==> src/timer_chan_pkg.sv <==
package timer_chan_pkg;
   // ************************************************
   // register map (byte addresses)
   // ************************************************
   localparam logic [3:0] CTRL_OFS = 4'h0;
   localparam logic [3:0] LATCH_OFS = 4'h4;
   localparam logic [3:0] COUNT_OFS = 4'h8;
   localparam logic [3:0] STATUS_OFS = 4'hc;

   // control field positions
   localparam int SW_RESET_BIT = 0;
   localparam int DUAL_BIT = 2;
   localparam int MEASURE_BIT = 3;
   localparam int QUAL_BIT = 4;
   localparam int SENSE_BIT = 5;
   localparam int OUT_EN_BIT = 7;

   // reset values
   localparam logic [7:0] CTRL_RST = 8'h01;
   localparam logic [15:0] LATCH_RST = 16'hffff;

   // axi4-lite responses
   localparam logic [1:0] RESP_OKAY = 2'h0;
   localparam logic [1:0] RESP_SLVERR = 2'h2;

   // decoded control word
   typedef struct packed {
      logic out_en;
      logic sense;
      logic qual;
      logic measure;
      logic dual;
      logic sw_reset;
   } ctrl_t;
endpackage

==> src/timer_channel.sv <==
// What this block does
// - on expiry reload counter from latches; flag set unless measuring with sense zero
// - dual mode: low byte zero holds high; next clock reloads low, high-1
// - dual continuous: output low until high byte zero, then high
// - dual continuous: output high until both zero; expiry drives it low
// - dual with low reload zero: expiry every M+1 clocks, continuous output toggles
// - both reloads zero: counter holds, continuous output toggles every clock
// - counting and flags independent of output enable; counter always readable
// - single-shot: output low after first expiry until reinitialised
// - single-shot: every expiry still flags and reloads
// - single-shot: counting ignores the gate level
// - single-shot zero reload: output low, expiry every clock
// - measure mode: qualifier picks period or low time, sense picks direction
// - measure mode: output low until first expiry, then toggles each expiry
// - measure mode counts 16-bit or dual 8-bit per dual select
// - period, sense one: expiry before gate fall flags and stops counter
// - period, sense zero: gate fall before expiry flags
// - period, sense zero: expiry first blocks flags; next gate fall restarts
// - gate fall enables counter until flag, latch write or timer reset
// - initialisation copies latches to counter and clears the flag
// - continuous mode counts only with gate low and no timer reset
// - pulse-width compare like period but gate rise ends count
module timer_channel
   import timer_chan_pkg::*;
(
   // clock and reset
   input wire logic REF_CLK,
   input wire logic NRST,
   // axi4-lite write address and data
   input wire logic [3:0] AWADDR,
   input wire logic AWVALID,
   output logic AWREADY,
   input wire logic [31:0] WDATA,
   input wire logic [3:0] WSTRB,
   input wire logic WVALID,
   output logic WREADY,
   // axi4-lite write response
   output logic [1:0] BRESP,
   output logic BVALID,
   input wire logic BREADY,
   // axi4-lite read
   input wire logic [3:0] ARADDR,
   input wire logic ARVALID,
   output logic ARREADY,
   output logic [31:0] RDATA,
   output logic [1:0] RRESP,
   output logic RVALID,
   input wire logic RREADY,
   // timer pins
   input wire logic GATE_N,
   output logic TIMER_OUTPUT_PIN,
   output logic IRQ_FLAG
);

   // ************************************************
   // register bus
   // ************************************************
   logic [7:0] ctrl_r;
   logic [15:0] latch_r;
   logic aw_held_r, w_held_r;
   logic [3:0] awaddr_r;
   logic [31:0] wdata_r;
   logic [3:0] wstrb_r;
   logic [1:0] bresp_r;
   logic bvalid_r;
   logic [31:0] rdata_r;
   logic [1:0] rresp_r;
   logic rvalid_r;
   logic wr_go, rd_go, latch_wr, flag_clr;
   ctrl_t c;

   // strobe-wise merge of a byte lane
   function automatic logic [7:0] lane(input logic [7:0] old,
                                       input logic [7:0] nw,
                                       input logic en);
      return en ? nw : old;
   endfunction

   assign c = '{out_en: ctrl_r[OUT_EN_BIT], sense: ctrl_r[SENSE_BIT],
                qual: ctrl_r[QUAL_BIT], measure: ctrl_r[MEASURE_BIT],
                dual: ctrl_r[DUAL_BIT], sw_reset: ctrl_r[SW_RESET_BIT]};

   // each channel held until both halves are in and no response pends
   assign AWREADY = !aw_held_r;
   assign WREADY = !w_held_r;
   assign wr_go = aw_held_r && w_held_r && !bvalid_r;
   assign ARREADY = !rvalid_r;
   assign rd_go = ARVALID && !rvalid_r;
   assign latch_wr = wr_go && awaddr_r[3:2] == LATCH_OFS[3:2]
                     && |wstrb_r[1:0];
   assign flag_clr = wr_go && awaddr_r[3:2] == STATUS_OFS[3:2]
                     && wstrb_r[0] && wdata_r[0];
   assign BVALID = bvalid_r;
   assign BRESP = bresp_r;
   assign RVALID = rvalid_r;
   assign RDATA = rdata_r;
   assign RRESP = rresp_r;

   // address and data capture, either order
   always_ff @(posedge REF_CLK or negedge NRST) begin
      if (!NRST) begin
         aw_held_r <= 1'b0;
         w_held_r <= 1'b0;
         awaddr_r <= 4'h0;
         wdata_r <= 32'h0;
         wstrb_r <= 4'h0;
      end else begin
         if (AWVALID && AWREADY) begin
            aw_held_r <= 1'b1;
            awaddr_r <= AWADDR;
         end else if (wr_go) begin
            aw_held_r <= 1'b0;
         end
         if (WVALID && WREADY) begin
            w_held_r <= 1'b1;
            wdata_r <= WDATA;
            wstrb_r <= WSTRB;
         end else if (wr_go) begin
            w_held_r <= 1'b0;
         end
      end
   end

   // write response
   always_ff @(posedge REF_CLK or negedge NRST) begin
      if (!NRST) begin
         bvalid_r <= 1'b0;
         bresp_r <= RESP_OKAY;
      end else if (wr_go) begin
         bvalid_r <= 1'b1;
         bresp_r <= RESP_OKAY;
      end else if (BREADY) begin
         bvalid_r <= 1'b0;
      end
   end

   // software registers
   always_ff @(posedge REF_CLK or negedge NRST) begin
      if (!NRST) begin
         ctrl_r <= CTRL_RST;
         latch_r <= LATCH_RST;
      end else if (wr_go) begin
         if (awaddr_r[3:2] == CTRL_OFS[3:2])
            ctrl_r <= lane(ctrl_r, wdata_r[7:0], wstrb_r[0]);
         if (awaddr_r[3:2] == LATCH_OFS[3:2]) begin
            latch_r[7:0] <= lane(latch_r[7:0], wdata_r[7:0], wstrb_r[0]);
            latch_r[15:8] <= lane(latch_r[15:8], wdata_r[15:8], wstrb_r[1]);
         end
      end
   end

   // ************************************************
   // counter core
   // ************************************************
   logic [15:0] cnt_r;
   logic flag_r, out_r, gate_q_r, ce_r, block_r, shot_done_r;
   logic [2:0] mode_q_r;
   logic g_fall, g_rise, zero, expiry, init, cnt_en, flag_set, w_init;
   logic zero_reload, hi_zero;

   assign g_fall = gate_q_r && !GATE_N;
   assign g_rise = !gate_q_r && GATE_N;
   assign zero = cnt_r == 16'h0;
   assign expiry = zero && cnt_en;
   assign hi_zero = cnt_r[15:8] == 8'h0;
   assign zero_reload = latch_r == 16'h0;
   // latch write initialises only with qualifier clear in synthesis modes
   assign w_init = latch_wr && !c.qual && !c.measure;

   // initialisation sources per mode
   always_comb begin
      init = c.sw_reset || w_init;
      if (c.measure) begin
         if (!c.qual && !c.sense)
            init = init || (g_fall && !flag_r && (!ce_r || block_r));
         else
            init = init || (g_fall && !flag_r);
      end else begin
         init = init || g_fall;
      end
   end

   // counter enable per mode
   always_comb begin
      if (c.sw_reset)
         cnt_en = 1'b0;
      else if (c.measure)
         cnt_en = ce_r;
      else if (c.sense)
         cnt_en = 1'b1;
      else
         cnt_en = !GATE_N;
   end

   // flag causes: expiry in synthesis, compare outcome in measurement
   always_comb begin
      flag_set = 1'b0;
      if (!c.measure)
         flag_set = expiry;
      else if (c.sense)
         flag_set = expiry && ce_r;
      else if (!c.qual)
         flag_set = g_fall && ce_r && !block_r;
      else
         flag_set = g_rise && ce_r && !block_r;
   end

   // gate edge history
   always_ff @(posedge REF_CLK or negedge NRST) begin
      if (!NRST)
         gate_q_r <= 1'b1;
      else
         gate_q_r <= GATE_N;
   end

   // down counter
   always_ff @(posedge REF_CLK or negedge NRST) begin
      if (!NRST) begin
         cnt_r <= LATCH_RST;
      end else if (init || expiry) begin
         cnt_r <= latch_r;
      end else if (cnt_en) begin
         if (c.dual) begin
            if (cnt_r[7:0] == 8'h0) begin
               cnt_r[7:0] <= latch_r[7:0];
               cnt_r[15:8] <= cnt_r[15:8] - 8'h1;
            end else begin
               cnt_r[7:0] <= cnt_r[7:0] - 8'h1;
            end
         end else begin
            cnt_r <= cnt_r - 16'h1;
         end
      end
   end

   // interrupt flag, set wins over software clear
   always_ff @(posedge REF_CLK or negedge NRST) begin
      if (!NRST)
         flag_r <= 1'b0;
      else if (flag_set)
         flag_r <= 1'b1;
      else if (init || flag_clr)
         flag_r <= 1'b0;
   end

   // measurement enable flip-flop and expiry block bit
   always_ff @(posedge REF_CLK or negedge NRST) begin
      if (!NRST) begin
         ce_r <= 1'b0;
         block_r <= 1'b0;
      end else begin
         if (latch_wr || c.sw_reset || flag_set)
            ce_r <= 1'b0;
         else if (c.measure && c.qual && GATE_N && ce_r)
            ce_r <= 1'b0;
         else if (init && c.measure && g_fall)
            ce_r <= 1'b1;
         if (init)
            block_r <= 1'b0;
         else if (expiry && c.measure && !c.sense)
            block_r <= 1'b1;
      end
   end

   // ************************************************
   // output waveform
   // ************************************************
   // mode change reopens a finished single shot
   always_ff @(posedge REF_CLK or negedge NRST) begin
      if (!NRST)
         mode_q_r <= 3'h0;
      else
         mode_q_r <= {c.measure, c.qual, c.sense};
   end

   // waveform per mode; every initialisation restarts it low
   always_ff @(posedge REF_CLK or negedge NRST) begin
      if (!NRST) begin
         out_r <= 1'b0;
         shot_done_r <= 1'b0;
      end else if (init) begin
         out_r <= 1'b0;
         shot_done_r <= 1'b0;
      end else if (!c.measure && c.sense && (shot_done_r || zero_reload)) begin
         out_r <= 1'b0;
         if (mode_q_r != {c.measure, c.qual, c.sense})
            shot_done_r <= 1'b0;
      end else if (c.measure) begin
         if (expiry)
            out_r <= !out_r;
      end else if (c.dual && latch_r[7:0] != 8'h0) begin
         if (expiry) begin
            out_r <= 1'b0;
            shot_done_r <= c.sense;
         end else if (cnt_en && hi_zero)
            out_r <= 1'b1;
      end else if (c.dual) begin
         // zero low reload: single shot ends on its first expiry
         if (expiry) begin
            out_r <= c.sense ? 1'b0 : !out_r;
            shot_done_r <= c.sense;
         end else if (c.sense && cnt_en) begin
            out_r <= 1'b1;
         end
      end else begin
         // 16-bit: continuous toggles, single shot pulses once
         if (expiry) begin
            out_r <= c.sense ? 1'b0 : !out_r;
            shot_done_r <= c.sense;
         end else if (c.sense && cnt_en) begin
            out_r <= 1'b1;
         end
      end
   end

   assign TIMER_OUTPUT_PIN = out_r && c.out_en;
   assign IRQ_FLAG = flag_r;

   // ************************************************
   // register reads
   // ************************************************
   // read data registered, so it stands until rready is seen
   always_ff @(posedge REF_CLK or negedge NRST) begin
      if (!NRST) begin
         rvalid_r <= 1'b0;
         rdata_r <= 32'h0;
         rresp_r <= RESP_OKAY;
      end else if (rd_go) begin
         rvalid_r <= 1'b1;
         rresp_r <= RESP_OKAY;
         unique case (ARADDR[3:2])
            CTRL_OFS[3:2]: rdata_r <= {24'h0, ctrl_r};
            LATCH_OFS[3:2]: rdata_r <= {16'h0, latch_r};
            COUNT_OFS[3:2]: rdata_r <= {16'h0, cnt_r};
            STATUS_OFS[3:2]: rdata_r <= {29'h0, out_r, ce_r, flag_r};
         endcase
      end else if (RREADY) begin
         rvalid_r <= 1'b0;
      end
   end
endmodule

==> config.mk <==
export PLATFORM = sky130hd
export DESIGN_NAME = timer_channel
export DESIGN_NICKNAME = d
export VERILOG_FILES = /design/src/timer_chan_pkg.sv /design/src/timer_channel.sv
export SDC_FILE = /design/constraint.sdc
export NUM_CORES = 1
export LEC_CHECK = 0
export BUFFER_PORTS_ARGS = -buffer_cell sky130_fd_sc_hd__buf_2
export CORE_UTILIZATION = 33
export CTS_BUF_LIST = sky130_fd_sc_hd__clkbuf_4 sky130_fd_sc_hd__clkbuf_8 sky130_fd_sc_hd__clkbuf_16
export CTS_CLUSTER_DIAMETER = 100
export DETAILED_ROUTE_END_ITERATION = 7
export RECOVER_POWER = 50
export REMOVE_ABC_BUFFERS = 1
export SLEW_MARGIN = 20
export SYNTH_ARGS = -nofsm -noshare
export SYNTH_HDL_FRONTEND = slang
export SYNTH_SLANG_ARGS = --single-unit
==> constraint.sdc <==
create_clock -name REF_CLK -period 2.1 [get_ports REF_CLK]
set_input_delay 0.105 -clock REF_CLK [delete_from_list [all_inputs] [get_ports REF_CLK]]
set_output_delay 0.105 -clock REF_CLK [all_outputs]
set_load 0.01 [all_outputs]
Yosys cells after proc, flatten, opt, wreduce, memory -nomap -nowiden. Cells that the tools add are included.

Add/sub/neg operators: 3. Multiplexer cells: 43. Reduce and logical (&&, ||, !) cells: 83. Equal/unequal tests: 11.

Operator list (number): $pmux W32 S4 (1); $mux W16 (3); $mux W1 (37); $logic_and A1 B1 Y1 (36); $logic_not A16 Y1 (2); $logic_not A8 Y1 (2); $mux W8 (2); $sub A16 B1 Y16 const B (1); $sub A8 B1 Y8 const B (2); $reduce_and A3 Y1 (5); $reduce_bool A2 Y1 (7); $logic_not A1 Y1 (13); $logic_or A1 B1 Y1 (10); $reduce_bool A8 Y1 (1); $eq A2 B2 Y1 const B (3); $ne A3 B2 Y1 const B (2); $reduce_bool A3 Y1 (2); $ne A5 B4 Y1 const B (1); $reduce_bool A5 Y1 (1); $eq A2 B1 Y1 const B (2); $logic_not A2 Y1 (2); $ne A4 B2 Y1 const B (1); $ne A3 B1 Y1 const B (1); $ne A3 B3 Y1 (1); other kinds (2) (2).

Register bits after elaboration: 107. Logic and storage cells: 160. Input port bits: 52. Output and inout port bits: 43.

Longest topological paths before layout.
Word-level depth: 15. Gate-level depth with buffers: 10. Mapped depth without buffers: 8.

Worst setup path before layout. OpenSTA, ideal clock, no wires.

Path kind: register -> register. Start: register ctrl_r[5]. End: register cnt_r[4]. Library setup time: 80 ps. Data required time: 2020 ps. Path slack: 7 ps. Arrival time: 2014 ps. Stages on the path, launching flop included: 8. Cell sequence: dfrtp_1 -> nor3b_1 -> nand3_1 -> a21o_1 -> buf_2 -> nor2_2 -> mux2_2 -> o22a_1.

Longest elaborated chain between the ends: 6. Elaborated cells on any way between the ends: 11. Classes of those cells: mux (6); reduce/logical (5).

Ends and longest elaborated chain: from (decl) (RTL line timer_channel.sv:58) `logic [7:0] ctrl_r;`; from (signal assigned) (RTL line timer_channel.sv:144) `ctrl_r <= lane(ctrl_r, wdata_r[7:0], wstrb_r[0]);`; $mux W1 or $logic_not A1 Y1 (tied branches) (RTL line timer_channel.sv:189, timer_channel.sv:174); $mux W1 or $logic_and A1 B1 Y1 (tied branches) (RTL line timer_channel.sv:187, timer_channel.sv:174); $mux W1 (on tied branches) (RTL line timer_channel.sv:185, timer_channel.sv:174); $logic_and A1 B1 Y1 or $mux W1 (tied branches) (RTL line timer_channel.sv:164, timer_channel.sv:173); $logic_or A1 B1 Y1 (RTL line timer_channel.sv:220) `end else if (init || expiry) begin`; $mux W16 or $reduce_bool A2 Y1 (tied branches); to (signal assigned) (RTL line timer_channel.sv:221) `cnt_r <= latch_r;`; to (signal assigned) (RTL line timer_channel.sv:225) `cnt_r[7:0] <= latch_r[7:0];`; to (signal assigned) (RTL line timer_channel.sv:228) `cnt_r[7:0] <= cnt_r[7:0] - 8'h1;`; to (decl) (RTL line timer_channel.sv:155) `logic [15:0] cnt_r;`.

Several ways; a longest one is shown, not always the timed one. A chain may end at the register's enable or synchronous reset.

Worst setup path in the final report.
Start: register cnt_r[4]. End: register cnt_r[4].

Longest elaborated chain between the ends: 5. Elaborated cells on any way between the ends: 11. Classes of those cells: add/sub (2); mux (4); reduce/logical (5).

Ends and longest elaborated chain: $sub A8 B1 Y8 or $logic_not A8 Y1 (tied branches) (RTL line timer_channel.sv:228, timer_channel.sv:224); $mux W8 (RTL line timer_channel.sv:224) `if (cnt_r[7:0] == 8'h0) begin`; $mux W16 (RTL line timer_channel.sv:223) `if (c.dual) begin`; $mux W16 (RTL line timer_channel.sv:222) `end else if (cnt_en) begin`; $mux W16 (RTL line timer_channel.sv:220).

Several ways; a longest one is shown, not always the timed one. The select of a mux whose other input is x is not followed.

==> impl_metrics.env <==
export IMPL_status="finished, final reports clean"
export IMPL_final_common_cell="buf_4"
export IMPL_end_kind="register"
export IMPL_grt_use_met2=0.2522
export IMPL_ys_flop_type="dfrtp_1"
export IMPL_irDropWorstVdd_mv=0.8042
export IMPL_grt_util_met1=0.2283
export IMPL_syn_area_per_cell_sq_um=11.07
export IMPL_clockBufferDepth=2
export IMPL_seq_area_frac_synth=0.4954
export IMPL_num_antenna_cells=0
export IMPL_post_route_util=0.4539
export IMPL_crit_arrival_ns=2.30
export IMPL_clock_root_buffer="clkbuf_16"
export IMPL_total_power_mw=9.079
export IMPL_met3_usage=0.03184
export IMPL_required_ns=2.37
export IMPL_fin_worst_skew_ns=0.006733
export IMPL_layout_drive_gt1_share=0.4149
export IMPL_synthArstFlopShare=1.000
export IMPL_synth_edff_count=0
export IMPL_layout_nets=602
export IMPL_setup_tns_ns=0
export IMPL_antenna_left=0
export IMPL_drv_slew=0
export IMPL_htreeDepth=3
export IMPL_grt_max_degree=51
export IMPL_final_seq_area_sq_mm=0.002270
export IMPL_path_class="reg2reg"
export IMPL_gr_total_overflow=0
export IMPL_cellPowerDensity_mw_per_mm2=1493
export IMPL_place_gp_congestion=0.8359
export IMPL_max_slew_margin=0.3587
export IMPL_layout_common_cells="56 x buf_4, 55 x dfrtp_1, 47 x mux2_2, 34 x dfstp_2, 31 x buf_2"
export IMPL_clock_sinks=89
export IMPL_io_pins=95
export IMPL_hpwl_mm=7.918
export IMPL_die_x_um=119.8
export IMPL_wl_mm=11.03
export IMPL_synth_seq_cells=89
export IMPL_syn_area_sq_mm=0.004582
export IMPL_p_leak_nw=2.655
export IMPL_fillCellCount=1295
export IMPL_wl_per_cell_um=15.15
export IMPL_core_sq_mm=0.01340
export IMPL_vias=3602
export IMPL_startpoint_type="register"
export IMPL_initial_core_util=0.3419
export IMPL_setup_viol=0
export IMPL_synth_cells=414
export IMPL_drt_initial_drc_count=122
export IMPL_yosys_warnings=0
export IMPL_syn_to_final_growth_pct=32.74
export IMPL_fmax_mhz=494.3
export IMPL_synth_cell_types=61
export IMPL_avgViaCountPerCell=4.948
export IMPL_first_pass_iters=4
export IMPL_grt_busiest_layer="met2"
export IMPL_grt_pass1_vias=3538
export IMPL_finalHoldViolCount=0
export IMPL_path_clk_slew_ns=0.06
export IMPL_min_period_ns=2.023
export IMPL_cts_tree="yes"
export IMPL_placement_rows=42
export IMPL_hp_class="in2reg"
export IMPL_grt_first_pass_wirelength_mm=18.29
export IMPL_fin_crit_sh=0.9634
export IMPL_rsz0062_at_grt="true"
export IMPL_multiInputGateArea_sq_mm=0.002227
export IMPL_drc=0
export IMPL_cts_buffers=9
export IMPL_antenna_found_initial=0
export IMPL_maxCapViolations=0
export IMPL_die_area_sq_mm=0.01436
export IMPL_insertion_delay_ns=0.35
export IMPL_die_h_um=119.8
export IMPL_portBuffers=52
export IMPL_worstMarginPinSlew_ns=0.9620
export IMPL_crit_fanout=8
export IMPL_grt_total_usage=0.1640
[kinds of logic after synthesis]
kind of cell    synth area share
xor+xnor                0.003824
simple gates              0.1354
mux                       0.1592
other cells            0.0008184
fa+ha+maj               0.008193
flops                     0.4954
buf+inv                  0.06527
compound gates            0.1319
[area by class of cell]
cell class | count | area share
multi-input combinational | 293 | 0.3662
sequential | 89 | 0.3732
tap | 176 | 0.03621
timing repair buffer | 141 | 0.1621
clock buffer | 10 | 0.03929
inverter | 13 | 0.008023
clock inverter | 6 | 0.01502
[routing by layer]
layer / up-vias / part of all wire
met5: - / 0
met4: 0 / 0.018
met3: 12 / 0.043
met2: 93 / 0.46
met1: 1765 / 0.48
li1: 1732 / -
[metrics by stage]
| step | setup WS, ns | area [sq um] | hold slack [ns] | cells |
|---|---|---|---|---|
| floorplan | -0.05351 | 4403 | -0.1906 | 394 |
| global placement | -0.07185 | 5311 | 0.1145 | 677 |
| detailed placement | -0.06990 | 5311 | 0.1146 | 677 |
| CTS | 0.01129 | 5912 | 0.02161 | 718 |
| global route | -0.01911 | 6082 | 0.05168 | 728 |
| finish | 0.07687 | 6082 | 0.02995 | 728 |
[timing repair]
action,in CTS,in global routing
hold buffers,25,0
pin swaps,1,10
buffers inserted,0,9
setup endpoints to repair,6,13
resized for setup,5,31
hold endpoints to repair,49,0
gates cloned,0,1
[synth_stat cells (3+ instances only)]
cell / count / share of area
a21o_1: 3 / 0.0049
a21oi_1: 14 / 0.015
a221o_1: 3 / 0.0066
a22o_1: 3 / 0.0057
a22oi_1: 12 / 0.020
a31oi_1: 4 / 0.0055
and2_1: 4 / 0.0055
and3_1: 5 / 0.0068
buf_2: 4 / 0.0044
buf_4: 20 / 0.033
clkbuf_1: 13 / 0.011
dfrtp_1: 55 / 0.30
dfstp_2: 34 / 0.19
ha_1: 3 / 0.0082
inv_1: 13 / 0.011
mux2_2: 49 / 0.12
mux2i_1: 11 / 0.024
mux4_2: 3 / 0.015
nand2_1: 28 / 0.023
nand3_1: 8 / 0.0087
nor2_1: 28 / 0.023
nor2b_1: 7 / 0.0096
nor3_1: 7 / 0.0076
nor3b_1: 3 / 0.0049
nor4_1: 5 / 0.0068
o21ai_0: 29 / 0.032
o31ai_1: 3 / 0.0049
[worst max-delay path, stage by stage (launching register included)]
cell     delay [ns]
dfstp_2        0.62
nor4_4         0.07
buf_4          0.16
buf_6          0.11
nand4_1        0.17
o31ai_4        0.12
nor2_4         0.20
mux2_4         0.31
o22a_1         0.20
[registers in the layout (all words and copies together), names as in the netlist]
| register | count |
|---|---|
| BVALID | 1 |
| ctrl_r | 8 |
| wstrb_r | 2 |
| out_r | 1 |
| RVALID | 1 |
| IRQ_FLAG | 1 |
| mode_q_r | 3 |
| wdata_r | 16 |
| RDATA | 16 |
| w_held_r | 1 |
| block_r | 1 |
| ce_r | 1 |
| aw_held_r | 1 |
| awaddr_r | 2 |
| gate_q_r | 1 |
| latch_r | 16 |
| shot_done_r | 1 |
| cnt_r | 16 |
[path summary, 6_finish.rpt]
path,endpoint,startpoint,cells after the start,slack [ns]
min reg2reg,RDATA[12],RDATA[12],2,0.48
max reg2reg,cnt_r[4],cnt_r[4],8,0.08
max,cnt_r[4],cnt_r[4],8,0.08
min in group asynchronous,RDATA[4],NRST,2,0.45
max in group asynchronous,mode_q_r[2],NRST,3,0.35
min,BVALID,BREADY,3,0.03
[power by group]
group	internal, mW	switching [mW]
clock network	1.08	0.673
logic	2.07	1.80
registers	2.71	0.752
(Power assumes the default switching activity.)
